[src/hdl/irq_pkg.sv]
// shared constants and types of the two-level interrupt controller
package irq_pkg;
	// register byte offsets on the bus
	localparam logic [7:0] OFF_MAIN_CTRL = 8'h00;
	localparam logic [7:0] OFF_RESET_CTRL = 8'h04;
	localparam logic [7:0] OFF_CORE_FLAG = 8'h08;
	localparam logic [7:0] OFF_CORE_EN = 8'h0C;
	localparam logic [7:0] OFF_CORE_PRIO = 8'h10;
	localparam logic [7:0] OFF_EDGE_SEL = 8'h14;
	localparam logic [7:0] OFF_PER_FLAG = 8'h18;
	localparam logic [7:0] OFF_PER_EN = 8'h1C;
	localparam logic [7:0] OFF_PER_PRIO = 8'h20;
	localparam logic [7:0] OFF_STATUS = 8'h24;
	// field positions
	localparam int BIT_GLOBAL_HIGH = 7;
	localparam int BIT_GLOBAL_LOW = 6;
	localparam int BIT_PRIO_EN = 7;
	localparam int BIT_ST_IN_HIGH = 0;
	localparam int BIT_ST_IN_LOW = 1;
	localparam int BIT_ST_BUSY = 2;
	// source counts; core source 4 is the port-change source
	localparam int EXT_N = 4;
	localparam int CORE_N = 5;
	localparam int PER_N = 8;
	// reset values
	localparam logic RST_GLOBAL = 1'b0;
	localparam logic RST_PRIO_EN = 1'b0;
	localparam logic [4:0] RST_CORE_PRIO = 5'h1F;
	localparam logic [3:0] RST_EDGE_SEL = 4'hF;
	localparam logic [7:0] RST_PER_PRIO = 8'hFF;
	// vectors
	localparam logic [15:0] VEC_HIGH = 16'h0008;
	localparam logic [15:0] VEC_LOW = 16'h0018;
	// latency in instruction cycles from flag set to vector load
	localparam int LATENCY_CYC = 3;
	localparam logic [1:0] LAT_CNT_INIT = 2'(LATENCY_CYC - 2);
	typedef enum logic [1:0] {ST_IDLE, ST_WAIT} ctl_state_t;
endpackage

[src/hdl/irq_edge_catch.sv]
// edge and change detection of the external interrupt pins and port pins
module irq_edge_catch (
	// clock and reset
	input wire logic clk_sys,
	input wire logic sys_rst,
	// pins
	input wire logic [3:0] ext_pin,
	input wire logic [3:0] port_pin,
	input wire logic [3:0] ext_pin0_edge_select,
	// events, one-cycle pulses
	output logic [3:0] ext_evt,
	output logic port_evt
);
	typedef struct packed {
		logic primed;
		logic [3:0] pin_q;
		logic [3:0] port_q;
		logic [3:0] ext_evt;
		logic port_evt;
	} edge_state_t;

	edge_state_t s;
	edge_state_t next_s;

	always_comb begin
		next_s = s;
		next_s.pin_q = ext_pin;
		next_s.port_q = port_pin;
		next_s.primed = 1'b1;
		// select 1 takes rising, 0 takes falling; no event until first sample is held
		next_s.ext_evt = {4{s.primed}} & (ext_pin ^ s.pin_q)
			& ~(ext_pin ^ ext_pin0_edge_select);
		next_s.port_evt = s.primed & (|(port_pin ^ s.port_q));
		if (sys_rst) begin
			next_s = '0;
		end
	end

	always_ff @(posedge clk_sys) begin
		s <= next_s;
	end

	assign ext_evt = s.ext_evt;
	assign port_evt = s.port_evt;
endmodule

[src/hdl/irq_arbiter.sv]
// request qualification: global gating, compatibility mode and level choice
module irq_arbiter (
	// mode and global enables
	input wire logic priority_feature_enable,
	input wire logic global_high_irq_enable,
	input wire logic global_low_irq_enable,
	input wire logic in_high,
	// per-source bits
	input wire logic [4:0] core_flag,
	input wire logic [4:0] core_en,
	input wire logic [4:0] core_prio,
	input wire logic [7:0] per_flag,
	input wire logic [7:0] per_en,
	input wire logic [7:0] per_prio,
	// qualified requests
	output logic want_high,
	output logic want_low
);
	function automatic logic hit(input logic [7:0] f, input logic [7:0] e,
			input logic [7:0] p, input logic lvl);
		hit = |(f & e & (lvl ? p : ~p));
	endfunction

	logic core_any;
	logic per_any;
	logic hi_any;
	logic lo_any;

	always_comb begin
		core_any = |(core_flag & core_en);
		per_any = |(per_flag & per_en);
		hi_any = hit({3'h0, core_flag}, {3'h0, core_en}, {3'h0, core_prio}, 1'b1)
			| hit(per_flag, per_en, per_prio, 1'b1);
		lo_any = hit({3'h0, core_flag}, {3'h0, core_en}, {3'h0, core_prio}, 1'b0)
			| hit(per_flag, per_en, per_prio, 1'b0);
		if (priority_feature_enable) begin
			want_high = global_high_irq_enable & hi_any;
			// low level also needs the high enable, and never runs inside a high handler
			want_low = global_high_irq_enable & global_low_irq_enable & ~in_high
				& lo_any;
		end else begin
			// priority bits ignored; bit 6 gates the peripheral group
			want_high = global_high_irq_enable
				& (core_any | (global_low_irq_enable & per_any));
			want_low = 1'b0;
		end
	end
endmodule

[src/hdl/irq_ctrl_top.sv]
// two-level prioritised interrupt controller with an AHB-Lite register slave
//
// Summary of operation
// - high level vectors to 0008h, low level vectors to 0018h
// - an eligible high request preempts a running low handler
// - every source owns a flag, an enable and a priority bit
// - priority operation only while the priority feature enable is set
// - in priority mode bit 7 gates all high-level sources
// - in priority mode bit 6 gates all low-level sources
// - flag, enable and global enable set vector by the priority bit
// - reset clears priority enable; priority bits then have no effect
// - compatibility mode: bit 6 gates peripherals, bit 7 gates all
// - compatibility mode vectors everything to 0008h
// - entry clears the global enable in use for the accepted level
// - no low entry while a high handler is in progress
// - entry pushes the return address and loads the vector
// - return from interrupt sets the enable cleared on entry
// - pin and port changes reach the vector five cycles after the change: two to set the flag, then three
// - flags set on events regardless of any enable
// - bit 6 gates low peripherals, or all peripherals without priority
// - each external pin has an edge select, 1 rising, 0 falling
//
// Design decisions made here: the AHB-Lite interface to the registers and the register addresses.
module irq_ctrl_top (
	// clock and reset
	input wire logic clk_sys,
	input wire logic sys_rst,
	// AHB-Lite slave
	input wire logic hsel,
	input wire logic [31:0] haddr,
	input wire logic [1:0] htrans,
	input wire logic hwrite,
	input wire logic [2:0] hsize,
	input wire logic [31:0] hwdata,
	input wire logic hready,
	output logic hreadyout,
	output logic hresp,
	output logic [31:0] hrdata,
	// interrupt sources
	input wire logic [3:0] ext_pin,
	input wire logic [3:0] port_pin,
	input wire logic [7:0] periph_evt,
	// core side
	input wire logic return_from_irq_instr,
	input wire logic core_sleep,
	output logic pc_load,
	output logic stack_push,
	output logic [15:0] vector_addr,
	output logic wake_req
);
	typedef struct packed {
		irq_pkg::ctl_state_t state;
		logic [1:0] cnt;
		logic lvl_high;
		logic gh;
		logic gl;
		logic prio_on;
		logic [4:0] core_flag;
		logic [4:0] core_en;
		logic [4:0] core_prio;
		logic [3:0] edge_sel;
		logic [7:0] per_flag;
		logic [7:0] per_en;
		logic [7:0] per_prio;
		logic in_high;
		logic in_low;
		logic dp_valid;
		logic dp_write;
		logic [7:0] dp_addr;
		logic rdy;
		logic resp;
		logic [31:0] hrdata;
		logic pc_load;
		logic stack_push;
		logic [15:0] vector;
		logic wake_req;
	} top_state_t;

	top_state_t s;
	top_state_t next_s;
	logic [3:0] ext_evt;
	logic port_evt;
	logic want_high;
	logic want_low;
	logic addr_phase;

	irq_edge_catch u_edge (
		.clk_sys(clk_sys),
		.sys_rst(sys_rst),
		.ext_pin(ext_pin),
		.port_pin(port_pin),
		.ext_pin0_edge_select(s.edge_sel),
		.ext_evt(ext_evt),
		.port_evt(port_evt)
	);

	irq_arbiter u_arb (
		.priority_feature_enable(s.prio_on),
		.global_high_irq_enable(s.gh),
		.global_low_irq_enable(s.gl),
		.in_high(s.in_high),
		.core_flag(s.core_flag),
		.core_en(s.core_en),
		.core_prio(s.core_prio),
		.per_flag(s.per_flag),
		.per_en(s.per_en),
		.per_prio(s.per_prio),
		.want_high(want_high),
		.want_low(want_low)
	);

	// read mux works on the updated state so a read right after a write sees it
	function automatic logic [31:0] read_reg(input logic [7:0] a, input top_state_t t);
		logic [31:0] d;
		d = 32'h0000_0000;
		unique case (a)
			irq_pkg::OFF_MAIN_CTRL: begin
				d[irq_pkg::BIT_GLOBAL_HIGH] = t.gh;
				d[irq_pkg::BIT_GLOBAL_LOW] = t.gl;
			end
			irq_pkg::OFF_RESET_CTRL: d[irq_pkg::BIT_PRIO_EN] = t.prio_on;
			irq_pkg::OFF_CORE_FLAG: d[4:0] = t.core_flag;
			irq_pkg::OFF_CORE_EN: d[4:0] = t.core_en;
			irq_pkg::OFF_CORE_PRIO: d[4:0] = t.core_prio;
			irq_pkg::OFF_EDGE_SEL: d[3:0] = t.edge_sel;
			irq_pkg::OFF_PER_FLAG: d[7:0] = t.per_flag;
			irq_pkg::OFF_PER_EN: d[7:0] = t.per_en;
			irq_pkg::OFF_PER_PRIO: d[7:0] = t.per_prio;
			irq_pkg::OFF_STATUS: begin
				d[irq_pkg::BIT_ST_IN_HIGH] = t.in_high;
				d[irq_pkg::BIT_ST_IN_LOW] = t.in_low;
				d[irq_pkg::BIT_ST_BUSY] = (t.state == irq_pkg::ST_WAIT);
			end
			default: d = 32'h0000_0000;
		endcase
		return d;
	endfunction

	always_comb begin
		next_s = s;
		next_s.pc_load = 1'b0;
		next_s.stack_push = 1'b0;
		addr_phase = hsel & hready & htrans[1];
		// data phase of a write
		if (s.dp_valid && s.dp_write) begin
			unique case (s.dp_addr)
				irq_pkg::OFF_MAIN_CTRL: begin
					next_s.gh = hwdata[irq_pkg::BIT_GLOBAL_HIGH];
					next_s.gl = hwdata[irq_pkg::BIT_GLOBAL_LOW];
				end
				irq_pkg::OFF_RESET_CTRL: next_s.prio_on = hwdata[irq_pkg::BIT_PRIO_EN];
				irq_pkg::OFF_CORE_FLAG: next_s.core_flag = hwdata[4:0];
				irq_pkg::OFF_CORE_EN: next_s.core_en = hwdata[4:0];
				irq_pkg::OFF_CORE_PRIO: next_s.core_prio = hwdata[4:0];
				irq_pkg::OFF_EDGE_SEL: next_s.edge_sel = hwdata[3:0];
				irq_pkg::OFF_PER_FLAG: next_s.per_flag = hwdata[7:0];
				irq_pkg::OFF_PER_EN: next_s.per_en = hwdata[7:0];
				irq_pkg::OFF_PER_PRIO: next_s.per_prio = hwdata[7:0];
				default: ;
			endcase
		end
		// events win over a clearing write in the same cycle
		next_s.core_flag = next_s.core_flag | {port_evt, ext_evt};
		next_s.per_flag = next_s.per_flag | periph_evt;
		// return from interrupt restores the enable of the level it leaves
		if (return_from_irq_instr) begin
			if (s.in_high || !s.in_low) begin
				next_s.in_high = 1'b0;
				next_s.gh = 1'b1;
			end else begin
				next_s.in_low = 1'b0;
				next_s.gl = 1'b1;
			end
		end
		unique case (s.state)
			irq_pkg::ST_IDLE: begin
				if (want_high || want_low) begin
					next_s.state = irq_pkg::ST_WAIT;
					next_s.cnt = irq_pkg::LAT_CNT_INIT;
					next_s.lvl_high = want_high;
				end
			end
			irq_pkg::ST_WAIT: begin
				// a committed entry is upgraded if the high level turns up meanwhile
				if (want_high) begin
					next_s.lvl_high = 1'b1;
				end
				if (s.cnt == 2'h0) begin
					next_s.state = irq_pkg::ST_IDLE;
					next_s.pc_load = 1'b1;
					next_s.stack_push = 1'b1;
					if (next_s.lvl_high || !s.prio_on) begin
						next_s.vector = irq_pkg::VEC_HIGH;
						next_s.gh = 1'b0;
						next_s.in_high = 1'b1;
					end else begin
						next_s.vector = irq_pkg::VEC_LOW;
						next_s.gl = 1'b0;
						next_s.in_low = 1'b1;
					end
				end else begin
					next_s.cnt = s.cnt - 2'h1;
				end
			end
			// unused encodings of the two-bit state fall back to idle
			default: begin
				next_s.state = irq_pkg::ST_IDLE;
			end
		endcase
		// wake ignores the global enables, like a polled source would
		next_s.wake_req = core_sleep & ((|(s.core_flag & s.core_en))
			| (|(s.per_flag & s.per_en)));
		// bus: zero wait states, always OKAY
		next_s.dp_valid = addr_phase;
		if (addr_phase) begin
			next_s.dp_write = hwrite;
			next_s.dp_addr = haddr[7:0];
			if (!hwrite) begin
				next_s.hrdata = read_reg(haddr[7:0], next_s);
			end
		end
		if (sys_rst) begin
			next_s = '0;
			next_s.state = irq_pkg::ST_IDLE;
			next_s.gh = irq_pkg::RST_GLOBAL;
			next_s.gl = irq_pkg::RST_GLOBAL;
			next_s.prio_on = irq_pkg::RST_PRIO_EN;
			next_s.core_prio = irq_pkg::RST_CORE_PRIO;
			next_s.edge_sel = irq_pkg::RST_EDGE_SEL;
			next_s.per_prio = irq_pkg::RST_PER_PRIO;
			next_s.rdy = 1'b1;
		end
	end

	always_ff @(posedge clk_sys) begin
		s <= next_s;
	end

	assign hreadyout = s.rdy;
	assign hresp = s.resp;
	assign hrdata = s.hrdata;
	assign pc_load = s.pc_load;
	assign stack_push = s.stack_push;
	assign vector_addr = s.vector;
	assign wake_req = s.wake_req;
endmodule

[config.mk]
export PLATFORM = sky130hd
export DESIGN_NAME = irq_ctrl_top
export DESIGN_NICKNAME = d
export VERILOG_FILES = /design/src/hdl/irq_pkg.sv /design/src/hdl/irq_edge_catch.sv /design/src/hdl/irq_arbiter.sv /design/src/hdl/irq_ctrl_top.sv
export SDC_FILE = /design/constraint.sdc
export NUM_CORES = 1
export LEC_CHECK = 0
export ABC_AREA = 0
export BUFFER_PORTS_ARGS = -buffer_cell sky130_fd_sc_hd__buf_2
export CORE_AREA = 2 2 103 105
export DETAILED_ROUTE_END_ITERATION = 16
export DIE_AREA = 0 0 105 107
export GPL_TIMING_DRIVEN = 0
export PLACE_DENSITY = 0.75
export SLEW_MARGIN = 20
export SYNTH_ARGS = -nofsm -noshare
export SYNTH_HDL_FRONTEND = slang
export SYNTH_HIERARCHICAL = 1
export SYNTH_SLANG_ARGS = --single-unit
export TNS_END_PERCENT = 30
[constraint.sdc]
create_clock -name clk_sys -period 2.6 [get_ports clk_sys]
set_clock_uncertainty 0.2 [all_clocks]
set_input_delay 0.26 -clock clk_sys [delete_from_list [all_inputs] [get_ports clk_sys]]
set_output_delay 0.26 -clock clk_sys [all_outputs]
set_load 0.05 [all_outputs]
# Yosys cells after proc, flatten, opt, wreduce, memory -nomap -nowiden
# Cells that the tools add are included.
# word_totals
output_inout_bits,53
in_bits,92
register_bits,104
# op_classes
n_bitwise,34
reduce_logical,23
n_eq_ne,21
n_mux,42
add_sub_neg,1
# ops
operator,count
$eq 8x5->1 const B,8
$mux 46,1
$reduce_or 8->1,5
$and 8x8->8,4
$eq 8x4->1 const B,4
$mux 5,5
$eq 8x6->1 const B,3
$mux 8,3
$pmux 3 s8,1
$mux 18,1
$mux 2,9
$eq 8x3->1 const B,2
$logic_not 8->1,2
$mux 14,1
$mux 1,13
$xor 4x4->4,3
$and 1x1->1,10
$and 5x5->5,2
$and 4x4->4,2
$and 8x5->8,1
$not 5->8,1
$not 8->8,1
$or 8x8->8,1
$pmux 1 s7,1
24 further kinds,37

# Longest topological paths before layout
# depth
ltp_word,13
depth_mapped,11
ltp_nobuf,11

# By module
# The synthesis kept the hierarchy.
# by_module_without_submodules
mod,area_each_um2,seq_area_each_um2,instances,cells_each
irq_ctrl_top,3804.9,1501.4,1,443
irq_edge_catch,521.8,280.3,1,45
irq_arbiter,247.7,0.0,1,47

# Least setup slack after synthesis
# Ideal clock, no wire load.
# synth_timing
kind,flip-flop to flip-flop
start,register s[65] (netlist bit)
end,"register s, in the netlist hrdata[0]"
path_stages_with_launch,12
arrival_time_ns,2.167
setup_slack_ns,0.110
cell_sequence,dfxtp_1 and3_1 a31oi_1 nand4_1 o31ai_1 a21oi_1 or3b_2 a21oi_1 or2_2 o211ai_1 o41ai_1 nand2_1
# synth_between
elab_chain_cells,12
word_cells_on_any_way,14
classes_between,mux (9); bitwise (3); reduce/logical (2)
# synth_lines
element,line_no,text
"start, declared",irq_ctrl_top.sv:79,top_state_t s;
"start signal, assigned",irq_ctrl_top.sv:236,s <= next_s;
$and 8x8->8,irq_arbiter.sv:21,hit = |(f & e & (lvl ? p : ~p));
$reduce_or 8->1,irq_arbiter.sv:21,
$or 1x1->1,irq_arbiter.sv:33,"| hit(per_flag, per_en, per_prio, 1'b1);"
$and 1x1->1,irq_arbiter.sv:37,want_high = global_high_irq_enable & hi_any;
$mux 1,irq_arbiter.sv:36,if (priority_feature_enable) begin
via want_high,irq_ctrl_top.sv:83,logic want_high;
$mux 1,irq_ctrl_top.sv:185,if (want_high) begin
$mux 1,irq_ctrl_top.sv:175,unique case (s.state)
$logic_or 1x1->1,irq_ctrl_top.sv:192,if (next_s.lvl_high || !s.prio_on) begin
$mux 1,irq_ctrl_top.sv:192,
$mux 2,irq_ctrl_top.sv:188,if (s.cnt == 2'h0) begin
$mux 2,irq_ctrl_top.sv:175,
$pmux 3 s8,irq_ctrl_top.sv:116,unique case (a)
# The timed path passes the listed nets, and every way through them passes these cells. The select of a mux whose other input is x is not followed.
# A chain may end at the register's enable or synchronous reset.

# Worst setup path in the final report
# layout_timing
start,register s[81] (netlist bit)
end,"register s, in the netlist hrdata[0]"
# layout_between
elab_chain_cells,13
word_cells_on_any_way,20
classes_between,mux (9); bitwise (8); reduce/logical (3)
# layout_lines
element,line_no
$and 8x8->8 (*),"irq_arbiter.sv:21, irq_arbiter.sv:31"
$reduce_or 8->1 or $and 8x8->8 (tied branches),"irq_arbiter.sv:31, irq_arbiter.sv:21"
$and 1x1->1 or $reduce_or 8->1 (tied branches),"irq_arbiter.sv:44, irq_arbiter.sv:21"
$or 1x1->1 (on tied branches),"irq_arbiter.sv:44, irq_arbiter.sv:33"
$and 1x1->1 (on tied branches),"irq_arbiter.sv:44, irq_arbiter.sv:37"
$mux 1 (*),irq_arbiter.sv:36
via want_high,irq_ctrl_top.sv:83
$mux 1 (*),irq_ctrl_top.sv:185
$mux 1 (*),irq_ctrl_top.sv:175
$logic_or 1x1->1 (*),irq_ctrl_top.sv:192
$mux 1 (*),irq_ctrl_top.sv:192
$mux 2 (*),irq_ctrl_top.sv:188
$mux 2 (*),irq_ctrl_top.sv:175
$pmux 3 s8 (*),irq_ctrl_top.sv:116
# Mark *: on every way through the listed nets, which the timed path passes. The rest lies on a longest branch. The select of a mux whose other input is x is not followed.

==> impl_metrics.tcl <==
set metrics [dict create \
    dp_hpwl_um 10450 \
    synth_ff_type "sky130_fd_sc_hd__dfxtp_1" \
    synth-async-reset-ratio_pct 0 \
    seq_area_frac_synth_pct 38.95 \
    floorplan.core_area_um2 10090 \
    cts_buffers 9 \
    top_layer "met4" \
    status "finished with violations" \
    tritoncts_num_sinks 89 \
    r2r_cells 11 \
    failed_checks "negative setup slack" \
    max_slew.worst_pin.slew_ns 0.8798 \
    totalWireLength_um 14240 \
    ctsHtreeMaxLevel 3 \
    rsz0062_at_grt "yes" \
    holdPathStages 3 \
    die_area_um2 11240 \
    timing.final.ws_setup_ns -0.07799 \
    postSynthRegisterBits 89 \
    power_density_nw_per_um2 469.6 \
    syn_to_layout_area_delta_pct 25.33 \
    grt_pass1_vias 4155 \
    grt.total_usage_pct 25.75 \
    max-vdd-ir-drop_mv 0.3081 \
    drt-initial-drc-count 293 \
    cts_tree "yes" \
    mean_cell_area_of_the_mapped_netlist_um2 8.550 \
    grt_max_degree 16 \
    initial_core_utilization_pct 45.33 \
    timing.hold.worst_endpoint "s[84]" \
    critPathMaxStageDelay_ns 0.44 \
    floorplan.die.width_um 105 \
    clk_pin_slew_ns 0.09 \
    data_required_time_of_the_critical_path_ns 2.65 \
    finish.net_count 759 \
    cp_max_fo 3 \
    via_count 4414 \
    leakage_nw 2.521 \
    critical_path_buf_inv_count 0 \
    cts.path.max_buffers 2 \
    total_power_mw 2.692 \
    cp.arrival_ns 2.73 \
    min_from "periph_evt[3]" \
    synth_cell_types 66 \
    fraction_of_layout_instances_using_a_drive_strength_above_1_pct 25.48 \
    timing_worst_setup_path_type "reg2reg" \
    cap_viol_max_count 0 \
    min-delay-path-class "in2reg" \
    place_worst_setup_slack_ns -0.4787 \
    antennaDiodeCount 0 \
    post_dr_wirelength_cell_um 17.65 \
    worstReg2RegStart "s[81]" \
    start_kind "register" \
    wl_met3_um 977 \
    timing.critical_path.slowest_stage_cell "sky130_fd_sc_hd__or3b_4" \
    clock_insertion_delay_worst_skew_ns 0.37 \
    fin_tns_setup_ns -0.1129 \
    maxSlewHeadroom_pct 41.13 \
    syn-instance-count 535 \
    m1WireLength_um 6005 \
    max_freq_mhz 373.4 \
    row_count 37 \
    synth_area_um2 4574 \
    min_period_over_period_pct 103.0 \
    antenna_violations_before_repair 0 \
    commonest_cells_after_routing_fill_and_taps_aside "sky130_fd_sc_hd__dfxtp_1 (84), sky130_fd_sc_hd__nand2_1 (67), sky130_fd_sc_hd__buf_4 (63)" \
    route.met2.wl_um 6798 \
    io_buffer_count 50 \
    period_needed_ns 2.678 \
    hold_violations 0 \
    io_pins 145 \
    slew_violations 0 \
    final_design_area_no_fill_um2 5733 \
    end_kind "register" \
    critPathTopFamily "compound AO/OA/AOI/OAI gates" \
    floorplan.die.height_um 107 \
    layout_commonest_cell "sky130_fd_sc_hd__dfxtp_1" \
    critical_path.cell_chain "and3_4 -> a31oi_4 -> nand4_1 -> o31ai_2 -> a21oi_2 -> or3b_4 -> a21oi_4 -> or2_4 -> o211ai_1 -> o41ai_2 -> nand2_1" \
    gr-total-overflow 0 \
    r2r-end "hrdata[0]" \
    placed_cell_area_um2 5141 \
    worst-r2r-setup-slack_ns -0.08 \
    filler_cell_count 966 \
    setup_viol 3 \
    drt_pre_antenna_iters 5 \
    via_per_inst 5.470 \
    remaining_drc_errors 0 \
    route.antenna.remaining_nets 0 \
    global_route_wire_length_before_repair_um 22450 \
    place.gp.congestion 0.9222 \
    synth-edff-count 0 \
    cp-startpoint "s[81]" \
    cts-root-buf "sky130_fd_sc_hd__clkbuf_8" \
    yosysWarningCount 6 \
]
==> per-layer routing <==
metal  vias to the layer above  GRT usage, %
li1                       2081             -
met1                      2082         32.69
met2                       208         44.43
met3                        43         3.283
met4                         0         10.19
met5                         -             0
==> stage by stage <==
| stage | instances | util, % | hold WS, ns |
|---|---|---|---|
| 5_1_grt | 807 | 56.81 | 0.02934 |
| 3_3_place_gp | 760 | 50.94 | 0.2305 |
| 3_5_place_dp | 760 | 50.94 | 0.2390 |
| 6_report | 807 | 56.81 | 0.004384 |
| 2_1_floorplan | 574 | - | 0.1165 |
| 4_1_cts | 807 | 56.58 | 0.01047 |
==> synthesized netlist by cell type (all sizes together) (2+ instances only) <==
library cell | instances | share of area (%)
or3 | 2 | 0.27
conb | 2 | 0.16
and3 | 4 | 0.55
nor4b | 7 | 1.8
clkbuf | 9 | 0.74
o21ai | 11 | 1.2
xnor2 | 4 | 0.77
a21oi | 36 | 4.3
nand3 | 24 | 2.8
a22o | 3 | 0.57
nand2b | 3 | 0.57
buf | 62 | 9.7
dfxtp | 89 | 39
o211ai | 2 | 0.33
mux2i | 37 | 8.1
a221oi | 2 | 0.38
nor3b | 3 | 0.49
a31oi | 4 | 0.55
o41ai | 4 | 0.77
a22oi | 3 | 0.49
nor2 | 50 | 4.1
mux2 | 4 | 0.98
or3b | 5 | 0.96
nand3b | 6 | 0.98
nor4 | 3 | 0.55
a211oi | 3 | 0.60
o31a | 2 | 0.38
inv | 12 | 0.98
nor2b | 12 | 1.6
o31ai | 3 | 0.49
and4 | 2 | 0.38
o21a | 2 | 0.33
or4 | 3 | 0.49
o311a | 2 | 0.44
nand4 | 7 | 0.96
nor3 | 8 | 1.2
nand2 | 67 | 5.5
or2 | 2 | 0.27
o22ai | 18 | 2.5
==> cell families after synthesis <==
family | after synthesis | share of synthesized area [%]
compound gates | 102 | 14.74
xor+xnor | 4 | 0.7658
fa+ha+maj | 1 | 0.2735
buf+inv | 83 | 11.43
flops | 89 | 38.95
mux | 41 | 9.081
other cells | 2 | 0.1642
simple gates | 213 | 24.59
==> power breakdown <==
part,switching (mW),leakage [nW],total (mW),internal (mW)
Combinational,0.261,1.71,0.400,0.139
Sequential,0.0319,0.726,1.43,1.39
Clock,0.518,0.0827,0.867,0.349
==> area by class of cell <==
class                   count  area [um^2]  share of cell area (%)
well taps                 136        170.2                   2.968
flip-flops and latches     89         1790                   31.23
plain buffers              71        480.5                   8.381
clock buffers              10        127.6                   2.226
inverters                  12        45.04                  0.7857
clock inverters             6        42.54                  0.7420
repair buffers             81        543.0                   9.472
multi-input cells         402         2534                   44.19
==> repair_timing <==
item | 4_1_cts | 5_1_grt
setup endpoints to repair | 6 | 6
endpoints found under the hold margin | 29 | 0
pin swaps | 9 | 1
setup buffers | 7 | 0
gates resized for setup | 24 | 3
hold buffers | 24 | 0
==> how the worst max path moves through the flow <==
stage	end	slack (ns)	cells after the start
final	hrdata[0]	-0.08	11
after global routing	hrdata[0]	-0.17	11
after CTS	hrdata[0]	-0.06	11
after detailed placement	hrdata[0]	-0.48	11
after global placement	hrdata[0]	-0.46	11
after floorplan	hrdata[0]	0.11	11
==> registers in the layout, indices dropped and copies added (netlist names) <==
| signal | count |
|---|---|
| s | 63 |
| u_edge/s | 9 |
| hrdata | 8 |
| u_edge/ext_evt | 4 |
| vector_addr | 2 |
| pc_load | 1 |
| u_edge/port_evt | 1 |
| wake_req | 1 |
==> worst reg2reg max path, cell delays in order, from the launching register on <==
cell and delay, ns:
sky130_fd_sc_hd__dfxtp_4 0.36, sky130_fd_sc_hd__and3_4 0.17, sky130_fd_sc_hd__a31oi_4 0.13, sky130_fd_sc_hd__nand4_1 0.14, sky130_fd_sc_hd__o31ai_2 0.24, sky130_fd_sc_hd__a21oi_2 0.10, sky130_fd_sc_hd__or3b_4 0.44, sky130_fd_sc_hd__a21oi_4 0.18
sky130_fd_sc_hd__or2_4 0.14, sky130_fd_sc_hd__o211ai_1 0.09, sky130_fd_sc_hd__o41ai_2 0.27, sky130_fd_sc_hd__nand2_1 0.09
No activity file was read; power rests on OpenSTA's default activity.
